### config.mk
export PLATFORM = sky130hd
export DESIGN_NAME = msc_host_end_flat
export DESIGN_NICKNAME = d
export VERILOG_FILES = /design/src/msc_pkg.sv /design/src/msc_link_if.sv /design/src/msc_host_end.sv /design/src/flat_wrapper.sv
export VERILOG_INCLUDE_DIRS = /design/src
export SDC_FILE = /design/constraint.sdc
export NUM_CORES = 1
export LEC_CHECK = 0
export BUFFER_PORTS_ARGS = -buffer_cell sky130_fd_sc_hd__buf_4
export CAP_MARGIN = 20
export CORE_ASPECT_RATIO = 1.1
export CORE_MARGIN = 1
export CORE_UTILIZATION = 50
export DETAILED_ROUTE_END_ITERATION = 16
export PLACE_DENSITY = 0.76
export REMOVE_ABC_BUFFERS = 1
export SLEW_MARGIN = 20
export SYNTH_ARGS = -nofsm -noshare
export SYNTH_HDL_FRONTEND = slang
export SYNTH_SLANG_ARGS = --single-unit
### constraint.sdc
create_clock -name clock -period 4.3 [get_ports clock]
set_input_delay 0.645 -clock clock [delete_from_list [all_inputs] [get_ports clock]]
set_output_delay 0.645 -clock clock [all_outputs]
set_load 0.02 [all_outputs]
### src/msc_cfg.svh
/*
  constants of the module serial configuration port: widths, field
  positions, reset values and timing figures shared by both ends.
  assumes it is included by bare name, after the package, by each end.
*/
`ifndef MSC_CFG_SVH
`define MSC_CFG_SVH

// slot-select number length, in bits
`define MSC_SLOT_W      16
// identification register length, in bits
`define MSC_ID_W        32
// configuration register length, in bits
`define MSC_CFG_W       16
// last channel counter code: channels 0..7 then the temperature sensor
`define MSC_CHAN_LAST   4'h8
// channel counter value after reset
`define MSC_CHAN_RST    4'h0
// slot-select shifter value after reset
`define MSC_SLOT_RST    16'h0000
// system clock period, ns
`define MSC_CLK_NS      25
// least time each half of a serial or scan clock pulse is held, ns
`define MSC_HALF_NS     200
// positions of the link inputs inside the device's synchroniser vector
`define MSC_IX_SCLK     0
`define MSC_IX_CSN      1
`define MSC_IX_DAI      2
`define MSC_IX_SIN      3
`define MSC_IX_SCAN     4
`define MSC_IX_W        5
// synchroniser reset: idle levels, clock, select and indicator high
`define MSC_SYNC_IDLE   5'h07

`endif

### src/msc_pkg.sv
/*
  types of the module serial configuration port: host command codes
  and host sequencer states.
  assumes nothing beyond a SystemVerilog compiler.
*/
package msc_pkg;

  // host commands
  typedef enum logic [1:0] {
    MSC_OP_SELECT,  // shift a slot-select number to the chassis controller
    MSC_OP_WRITE,   // write the module configuration register
    MSC_OP_READ,    // read the module identification register
    MSC_OP_END      // drop the chassis-controller select, ending a session
  } msc_op_t;

  // host sequencer states
  typedef enum logic [2:0] {
    MSC_ST_IDLE,
    MSC_ST_CS_DROP,
    MSC_ST_BIT_SETUP,
    MSC_ST_BIT_LOW,
    MSC_ST_BIT_HIGH,
    MSC_ST_CS_RAISE,
    MSC_ST_DONE
  } msc_host_state_t;

endpackage

### src/msc_link_if.sv
/*
  the serial link between the acquisition controller (host end) and the
  module with its chassis controller (module end).
  assumes the testbench instantiates it and connects both ends.
*/
`timescale 1ns/1ps
interface msc_link_if;
  logic serial_in_line;         // host to module serial data
  logic serial_out_line;        // module to host serial data
  logic data_addr_indicator;    // low data, high address/identification
  logic chassis_ctrl_select_n;  // low: stream goes to chassis controller
  logic serial_shift_clock;     // serial clock, made by the host
  logic scan_step_clock;        // advances the channel counter

  modport host_end (
    output serial_in_line,
    output data_addr_indicator,
    output chassis_ctrl_select_n,
    output serial_shift_clock,
    output scan_step_clock,
    input  serial_out_line
  );

  modport module_end (
    input  serial_in_line,
    input  data_addr_indicator,
    input  chassis_ctrl_select_n,
    input  serial_shift_clock,
    input  scan_step_clock,
    output serial_out_line
  );
endinterface

### src/msc_host_end.sv
/*
  host end of the serial configuration port: the acquisition controller
  that selects a slot, writes configuration, reads identification and
  emits scan clock pulses. the serial clock is made here by a divider.
  assumes one command at a time through a valid/ready handshake.
*/
`timescale 1ns/1ps
`include "msc_cfg.svh"

module msc_host_end #(
  parameter int CFG_W = `MSC_CFG_W  // configuration width in bits
) (
  input  wire logic             clock,
  input  wire logic             rst,
  msc_link_if.host_end          link,
  input  wire logic             cmd_valid,
  output logic                  cmd_ready,
  input  msc_pkg::msc_op_t      cmd_op,
  input  wire logic [31:0]      cmd_data,
  output logic                  rsp_valid,
  output logic [31:0]           rsp_data,
  input  wire logic             scan_req,
  output logic                  scan_ready
);

  // half period of generated clocks, least time rounded up
  localparam int HALF_CYC = (`MSC_HALF_NS + `MSC_CLK_NS - 1) / `MSC_CLK_NS;
  localparam logic [7:0] HALF_LD = 8'(HALF_CYC - 1);
  localparam logic [8:0] SCAN_LD = 9'(2 * HALF_CYC);

  msc_pkg::msc_host_state_t st_r;     // sequencer state
  msc_pkg::msc_op_t         op_r;     // command in progress
  logic [7:0]               timer_r;  // half period countdown
  logic [5:0]               bits_r;   // bits still to send
  logic [31:0]              tx_r;     // outgoing bits, MSB first
  logic [31:0]              rx_r;     // identification bits gathered
  logic                     sin_r;
  logic                     dai_r;
  logic                     csn_r;
  logic                     sclk_r;
  logic                     scan_r;
  logic [8:0]               scan_cnt_r;
  logic                     so_meta_r;  // first stage, feeds only so_sync_r
  logic                     so_sync_r;
  logic                     rsp_r;

  assign cmd_ready = (st_r == msc_pkg::MSC_ST_IDLE);

  // serial output from the module crosses into our clock
  always_ff @(posedge clock or posedge rst) begin
    if (rst) begin
      so_meta_r <= 1'b0;
      so_sync_r <= 1'b0;
    end else begin
      so_meta_r <= link.serial_out_line;
      so_sync_r <= so_meta_r;
    end
  end

  // transfer sequencer
  always_ff @(posedge clock or posedge rst) begin
    if (rst) begin
      st_r    <= msc_pkg::MSC_ST_IDLE;
      op_r    <= msc_pkg::MSC_OP_END;
      timer_r <= 8'h00;
      bits_r  <= 6'h00;
      tx_r    <= 32'h0000_0000;
      rx_r    <= 32'h0000_0000;
      sin_r   <= 1'b0;
      dai_r   <= 1'b1;
      csn_r   <= 1'b1;
      sclk_r  <= 1'b1;
      rsp_r   <= 1'b0;
    end else begin
      rsp_r <= 1'b0;
      unique case (st_r)
        msc_pkg::MSC_ST_IDLE: begin
          timer_r <= HALF_LD;
          if (cmd_valid) begin
            op_r <= cmd_op;
            rx_r <= 32'h0000_0000;
            unique case (cmd_op)
              msc_pkg::MSC_OP_SELECT: begin
                csn_r  <= 1'b0;
                tx_r   <= {cmd_data[`MSC_SLOT_W-1:0], 16'h0000};
                bits_r <= 6'(`MSC_SLOT_W);
                st_r   <= msc_pkg::MSC_ST_CS_DROP;
              end
              msc_pkg::MSC_OP_WRITE: begin
                dai_r  <= 1'b0;
                tx_r   <= cmd_data << (32 - CFG_W);
                bits_r <= 6'(CFG_W);
                st_r   <= msc_pkg::MSC_ST_BIT_SETUP;
              end
              msc_pkg::MSC_OP_READ: begin
                dai_r  <= 1'b1;
                tx_r   <= 32'h0000_0000;
                bits_r <= 6'(`MSC_ID_W);
                st_r   <= msc_pkg::MSC_ST_BIT_SETUP;
              end
              msc_pkg::MSC_OP_END: begin
                csn_r  <= 1'b0;
                bits_r <= 6'h00;
                st_r   <= msc_pkg::MSC_ST_CS_DROP;
              end
            endcase
          end
        end
        msc_pkg::MSC_ST_CS_DROP: begin
          // hold select low a half period before any clocking
          if (timer_r != 8'h00) begin
            timer_r <= timer_r - 8'h01;
          end else begin
            timer_r <= HALF_LD;
            st_r    <= (bits_r == 6'h00) ? msc_pkg::MSC_ST_DONE
                                         : msc_pkg::MSC_ST_BIT_SETUP;
          end
        end
        msc_pkg::MSC_ST_BIT_SETUP: begin
          sin_r <= tx_r[31];
          if (timer_r != 8'h00) begin
            timer_r <= timer_r - 8'h01;
          end else begin
            timer_r <= HALF_LD;
            sclk_r  <= 1'b0;
            st_r    <= msc_pkg::MSC_ST_BIT_LOW;
          end
        end
        msc_pkg::MSC_ST_BIT_LOW: begin
          if (timer_r != 8'h00) begin
            timer_r <= timer_r - 8'h01;
          end else begin
            timer_r <= HALF_LD;
            sclk_r  <= 1'b1;
            tx_r    <= {tx_r[30:0], 1'b0};
            st_r    <= msc_pkg::MSC_ST_BIT_HIGH;
          end
        end
        msc_pkg::MSC_ST_BIT_HIGH: begin
          if (timer_r != 8'h00) begin
            timer_r <= timer_r - 8'h01;
          end else begin
            timer_r <= HALF_LD;
            // sample after the pulse
            // a full half period after the rising edge covers the module's
            // synchroniser plus ours
            if (op_r == msc_pkg::MSC_OP_READ) begin
              rx_r <= {rx_r[30:0], so_sync_r};
            end
            bits_r <= bits_r - 6'h01;
            if (bits_r != 6'h01) begin
              st_r <= msc_pkg::MSC_ST_BIT_SETUP;
            end else if (op_r == msc_pkg::MSC_OP_SELECT) begin
              csn_r <= 1'b1;
              st_r  <= msc_pkg::MSC_ST_CS_RAISE;
            end else begin
              st_r <= msc_pkg::MSC_ST_DONE;
            end
          end
        end
        msc_pkg::MSC_ST_CS_RAISE: begin
          if (timer_r != 8'h00) begin
            timer_r <= timer_r - 8'h01;
          end else begin
            st_r <= msc_pkg::MSC_ST_DONE;
          end
        end
        msc_pkg::MSC_ST_DONE: begin
          rsp_r <= 1'b1;
          st_r  <= msc_pkg::MSC_ST_IDLE;
        end
        default: begin
          st_r <= msc_pkg::MSC_ST_IDLE;
        end
      endcase
    end
  end

  // scan clock pulse: high one half period, low one half period plus one system clock
  always_ff @(posedge clock or posedge rst) begin
    if (rst) begin
      scan_cnt_r <= 9'h000;
      scan_r     <= 1'b0;
    end else if (scan_cnt_r != 9'h000) begin
      scan_cnt_r <= scan_cnt_r - 9'h001;
      scan_r     <= (scan_cnt_r > 9'(HALF_CYC + 1));
    end else if (scan_req) begin
      scan_cnt_r <= SCAN_LD;
      scan_r     <= 1'b1;
    end
  end

  assign scan_ready               = (scan_cnt_r == 9'h000);
  assign rsp_valid                = rsp_r;
  assign rsp_data                 = rx_r;
  assign link.serial_in_line      = sin_r;
  assign link.data_addr_indicator = dai_r;
  assign link.chassis_ctrl_select_n = csn_r;
  assign link.serial_shift_clock  = sclk_r;
  assign link.scan_step_clock     = scan_r;

endmodule // msc_host_end

### src/flat_wrapper.sv
// flat-port wrapper written by rule: the top's interface ports become plain ports
module msc_host_end_flat 
#(
  parameter int CFG_W = `MSC_CFG_W                                
)
  (clock, rst, cmd_valid, cmd_ready, cmd_op, cmd_data, rsp_valid, rsp_data, scan_req, scan_ready, link_serial_in_line, link_data_addr_indicator, link_chassis_ctrl_select_n, link_serial_shift_clock, link_scan_step_clock, link_serial_out_line);
  msc_link_if link_i ();
  input  wire logic clock;
  input  wire logic rst;
  input  wire logic cmd_valid;
  output logic cmd_ready;
  input  msc_pkg::msc_op_t cmd_op;
  input  wire logic [31:0] cmd_data;
  output logic rsp_valid;
  output logic [31:0] rsp_data;
  input  wire logic scan_req;
  output logic scan_ready;
  output wire logic [$bits(link_i.serial_in_line)-1:0] link_serial_in_line;
  output wire logic [$bits(link_i.data_addr_indicator)-1:0] link_data_addr_indicator;
  output wire logic [$bits(link_i.chassis_ctrl_select_n)-1:0] link_chassis_ctrl_select_n;
  output wire logic [$bits(link_i.serial_shift_clock)-1:0] link_serial_shift_clock;
  output wire logic [$bits(link_i.scan_step_clock)-1:0] link_scan_step_clock;
  input wire logic [$bits(link_i.serial_out_line)-1:0] link_serial_out_line;
  assign link_serial_in_line = link_i.serial_in_line;
  assign link_data_addr_indicator = link_i.data_addr_indicator;
  assign link_chassis_ctrl_select_n = link_i.chassis_ctrl_select_n;
  assign link_serial_shift_clock = link_i.serial_shift_clock;
  assign link_scan_step_clock = link_i.scan_step_clock;
  assign link_i.serial_out_line = link_serial_out_line;
  msc_host_end #(.CFG_W(CFG_W)) u_core (.clock(clock), .rst(rst), .link(link_i), .cmd_valid(cmd_valid), .cmd_ready(cmd_ready), .cmd_op(cmd_op), .cmd_data(cmd_data), .rsp_valid(rsp_valid), .rsp_data(rsp_data), .scan_req(scan_req), .scan_ready(scan_ready));
endmodule
Word-level counts from Yosys, hierarchy flattened
Index checks and enable logic that the tools add are counted.
Widths: inputs -> output; s select.
- input bits: 39
- word-level logic and storage cells: 109
- bits in registers: 100
- output and inout bits: 40
- $add $sub $neg: 3
- equal/unequal tests: 23
- muxes and demuxes: 41
- order comparisons: 1
- reductions and logical operators: 26
- operators by type and width (kind ; count):
    $pmux 32 s2 ; 3
    $mux 32 ; 5
    $mux 3 ; 8
    $pmux 8 s3 ; 1
    $mux 9 ; 2
    $pmux 3 s6 ; 1
    $pmux 6 s3 ; 1
    $mux 8 ; 2
    $ne 2x2->1 const B ; 8
    $mux 6 ; 2
    $pmux 6 s2 ; 1
    $reduce_and 6->1 ; 2
    $mux 1 ; 10
    $reduce_bool 2->1 ; 5
    $eq 3x3->1 const B ; 3
    $gt 9x4->1 const B ; 1
    $logic_not 9->1 ; 1
    $reduce_and 3->1 ; 3
    $reduce_bool 9->1 ; 1
    $sub 9x1->9 const B ; 1
    $reduce_and 4->1 ; 2
    $reduce_bool 8->1 ; 1
    $sub 8x1->8 const B ; 1
    $eq 2x2->1 const B ; 3
    17 further kinds ; 26

Longest topological paths before layout
- depth in word-level cells: 5
- depth in mapped cells: 8
- gate-level depth less buffers: 6

Worst setup path before layout
Ideal clock, no wire load.
- path type: register -> output
- from: register u_core.scan_cnt_r[0]
- to: output port scan_ready
- path buffers: 0
- slack: 2.105 ns
- cell stages (with the launch flop): 5
- arrival time: 1.550 ns
- cells stage by stage: dfrtp_1 > inv_1 > ha_1 > or3b_1 > nor2_1
- cells in the longest elaborated chain, start to end: 1
- RTL lines (item ; line ; text):
    start, declared ; msc_host_end.sv:42 ; logic [8:0] scan_cnt_r;
    start signal, assigned ; msc_host_end.sv:185 ; scan_cnt_r <= scan_cnt_r - 9'h001;
    $logic_not 9->1 ; msc_host_end.sv:193 ; assign scan_ready = (scan_cnt_r == 9'h000);
    end, declared ; flat_wrapper.sv:17 ; output logic scan_ready;
No other way between the ends.

Final worst setup path
- from: register u_core.timer_r[0]
- to: register u_core.rx_r[6] (netlist: u_core.rsp_data[6])
- cells in the longest elaborated chain, start to end: 3
- RTL lines (item ; line ; text):
    start, declared ; msc_host_end.sv:33 ; logic [7:0] timer_r;
    start signal, assigned ; msc_host_end.sv:112 ; timer_r <= timer_r - 8'h01;
    start signal, assigned ; msc_host_end.sv:122 ; timer_r <= timer_r - 8'h01;
    start signal, assigned ; msc_host_end.sv:131 ; timer_r <= timer_r - 8'h01;
    $reduce_bool 8->1 ; msc_host_end.sv:140 ; if (timer_r != 8'h00) begin
    $ne 2x2->1 (no source line) ; n/a ;
    $reduce_and 4->1 (no source line) ; n/a ;
    end signal, assigned ; msc_host_end.sv:148 ; rx_r <= {rx_r[30:0], so_sync_r};
    end, declared ; msc_host_end.sv:36 ; logic [31:0] rx_r;
No other way between the ends.
A chain may end at the register's enable or synchronous reset.

==> out/metrics.cfg <==
[sta]
layout_min_cycle_time_ps = 2779
finalWorstSetupSlack_ps = 1521
drv_slew = 0
hold_ws_ps = 356.5
fmaxAchievable_mhz = 359.8
rsz0062_at_grt = false
slew_headroom_pct = 45.96
finClkSkew_ps = 8.085
hold_viol = 0
fin_tns_setup_ps = 0
finalCritPeriodShare_pct = 64.64
setup_viol = 0
tightestPinTransition_ps = 810.6

[die]
rows = 35
die_width_um = 92.23
coreArea_sq_mm = 0.008539
start_util_pct = 52.44
dieHeight_um = 101.3
pin_count = 79
dieArea_sq_mm = 0.009339

[synthesis]
synth_xor_area_share_pct = 1.565
synth_top_area_share_pct = 44.15
synth_edf_count = 0
synth_flop_cell = dfrtp_1
yosys.area_share.simple_pct = 16.99
synth-adder-area-share_pct = 3.018
syn-cell-area_sq_mm = 0.004478
ys_seq_area_share_pct = 47.08
syn_area_per_cell_sq_um = 9.799
synth_compound_area_share_pct = 11.04
yosysWarnings = 0
ys_types = 59
synth_top_family_by_area = simple AND/OR/NAND/NOR gates
synth_mux_area_share_pct = 12.41
synthCells = 457
yosys.area.top_type = dfrtp_1
synth-async-reset-ratio_pct = 100.0
synthTopCellsByArea = dfrtp_1, mux2i_1, inv_1
ys_ff_latch = 84

[clocking]
numCtsBuffers = 9
cts_setup_buffers = 0
cts.repair.resized = 0
h-tree-depth = 3
cts_buffer_depth = 2
clkSinkCount = 84
clock_latency_ps = 350
clockRootBuffer = clkbuf_8
path_clk_slew_ps = 80
cts_tree = done
hold_buffers = 0

[critical_path]
critical_path_class = reg -> reg
critical_path_required_ps = 4570
arrival_ps = 3050
cp-start-kind = flop
r2r-end = u_core.rsp_data[6]
worstPathMaxFanout = 32
r2r_setup_slack_ps = 1520
cp-end-kind = flop
r2r_cells = 7
worstReg2RegStart = u_core.timer_r[0]

[final_layout]
drive_gt1_share_pct = 18.64
regArea_sq_mm = 0.002108
num-fill-cells = 742
multi_input_area_sq_mm = 0.002016
final_cell_mix = dfrtp_1, buf_4, inv_1
final_common_cell = dfrtp_1
finalNetCount = 560
area_delta_synth_final_pct = 15.48
num_antenna_cells = 0

[power]
leakage_nw = 2.343
cellPowerDensity_mw_per_mm2 = 572.4
ir_drop_uv = 290.1

[routing]
drtAntennaViolNets = 0
remaining_drc_errors = 0
first_iter_violations = 192
vias_per_cell = 5.364
firstDrtPassIters = 4
wl_per_cell_um = 13.62
vias = 3358
routed_wl_um = 8529

[outcome]
status = finished, final reports clean

[min_path]
hold_class = reg -> reg
whs_endpoint = u_core.so_sync_r
hp-start = u_core.so_meta_r
whs_path_depth = 0

[placed_design]
portBuffers = 62
place_congestion = 0.7877
hpwl_um = 5739
pre_cts_ws_ps = 1508

[grt]
grt_pass1_wl_um = 14810
grt_pass1_vias = 3264
grt_usage_pct = 19.81
grt_start_max_net_pins = 44
grt_remaining_overflow = 0
antenna_found_initial = 0

[flow_run]
maxCapViolations = 0

==> kinds of logic after synthesis <==
group                      after synthesis
and+or+nand+nor                        139
adders and majority gates               11
AOI/OAI and AO/OA                       75
buffers and inverters                   85
DFF                                     84
xor gates and xnor gates                 8
muxes                                   55
==> worst max-delay path, stage by stage (launching register included) <==
cell	delay, ps
dfrtp_1	460
inv_1	90
ha_1	190
nor3b_2	510
nand2_1	450
a21oi_4	240
buf_4	480
mux2i_1	250
==> report_power, final <==
part	internal, mW	total [mW]	switching [mW]
sequential	1.02	1.29	0.275
clock	0.227	0.519	0.292
combinational	0.522	1.15	0.624
==> how the worst max path moves through the flow <==
stage	depth (start not counted)	slack, ps	start	end
3_3_place_gp	6	1520	cmd_op[0]	u_core.tx_r[16]
6_report	7	1520	u_core.timer_r[0]	u_core.rsp_data[6]
4_1_cts	5	1500	u_core.scan_cnt_r[0]	scan_ready
2_1_floorplan	4	1160	u_core.st_r[2]	u_core.rsp_data[0]
3_5_place_dp	6	1510	cmd_op[0]	u_core.tx_r[16]
5_1_grt	7	1290	u_core.timer_r[0]	u_core.rsp_data[22]
==> final cells by class <==
type / count / area share, %
clock inverter: 4 / 0.6533
multi-input combinational: 288 / 38.98
timing repair buffer: 67 / 9.727
inverter: 61 / 4.452
sequential: 84 / 40.77
tap: 111 / 2.686
clock buffer: 11 / 2.734
==> sequential cells by signal, indices dropped and copies added, names as in the netlist <==
register                           flops
u_core.st_r                            3
u_core.link.chassis_ctrl_select_n      1
u_core.link.serial_shift_clock         1
u_core.link.serial_in_line             1
u_core.rsp_valid                       1
u_core.scan_cnt_r                      9
u_core.rsp_data                       32
u_core.link.scan_step_clock            1
u_core.timer_r                         8
u_core.op_r                            2
u_core.tx_r                           16
u_core.so_meta_r                       1
u_core.link.data_addr_indicator        1
u_core.bits_r                          6
u_core.so_sync_r                       1
==> synth_stat cells (all sizes together), types with 10 or more instances <==
cell	instances
o21ai	11
nand2	47
ha	10
dfrtp	79
inv	61
nor3b	19
a21oi	31
clkbuf	11
nor2	19
buf	13
mux2i	51
nor3	13
==> metrics by stage <==
stage	util, %	area [sq um]	total power [mW]	instances
finish	60.56	5171	2.960	626
global route	60.56	5171	3.185	626
CTS	60.56	5171	2.978	626
detailed placement	58.51	4996	2.460	611
global placement	58.51	4996	2.406	611
floorplan	-	4353	2.115	433
==> routing by layer <==
| layer | up-vias | global-route usage, % | routed length [um] |
|---|---|---|---|
| li1 | 1668 | - | - |
| met1 | 1608 | 25.15 | 3891 |
| met2 | 69 | 34.16 | 4174 |
| met3 | 13 | 4.279 | 370 |
| met4 | 0 | 6.010 | 93 |
| met5 | - | 0 | 0 |
(Power assumes the default switching activity.)
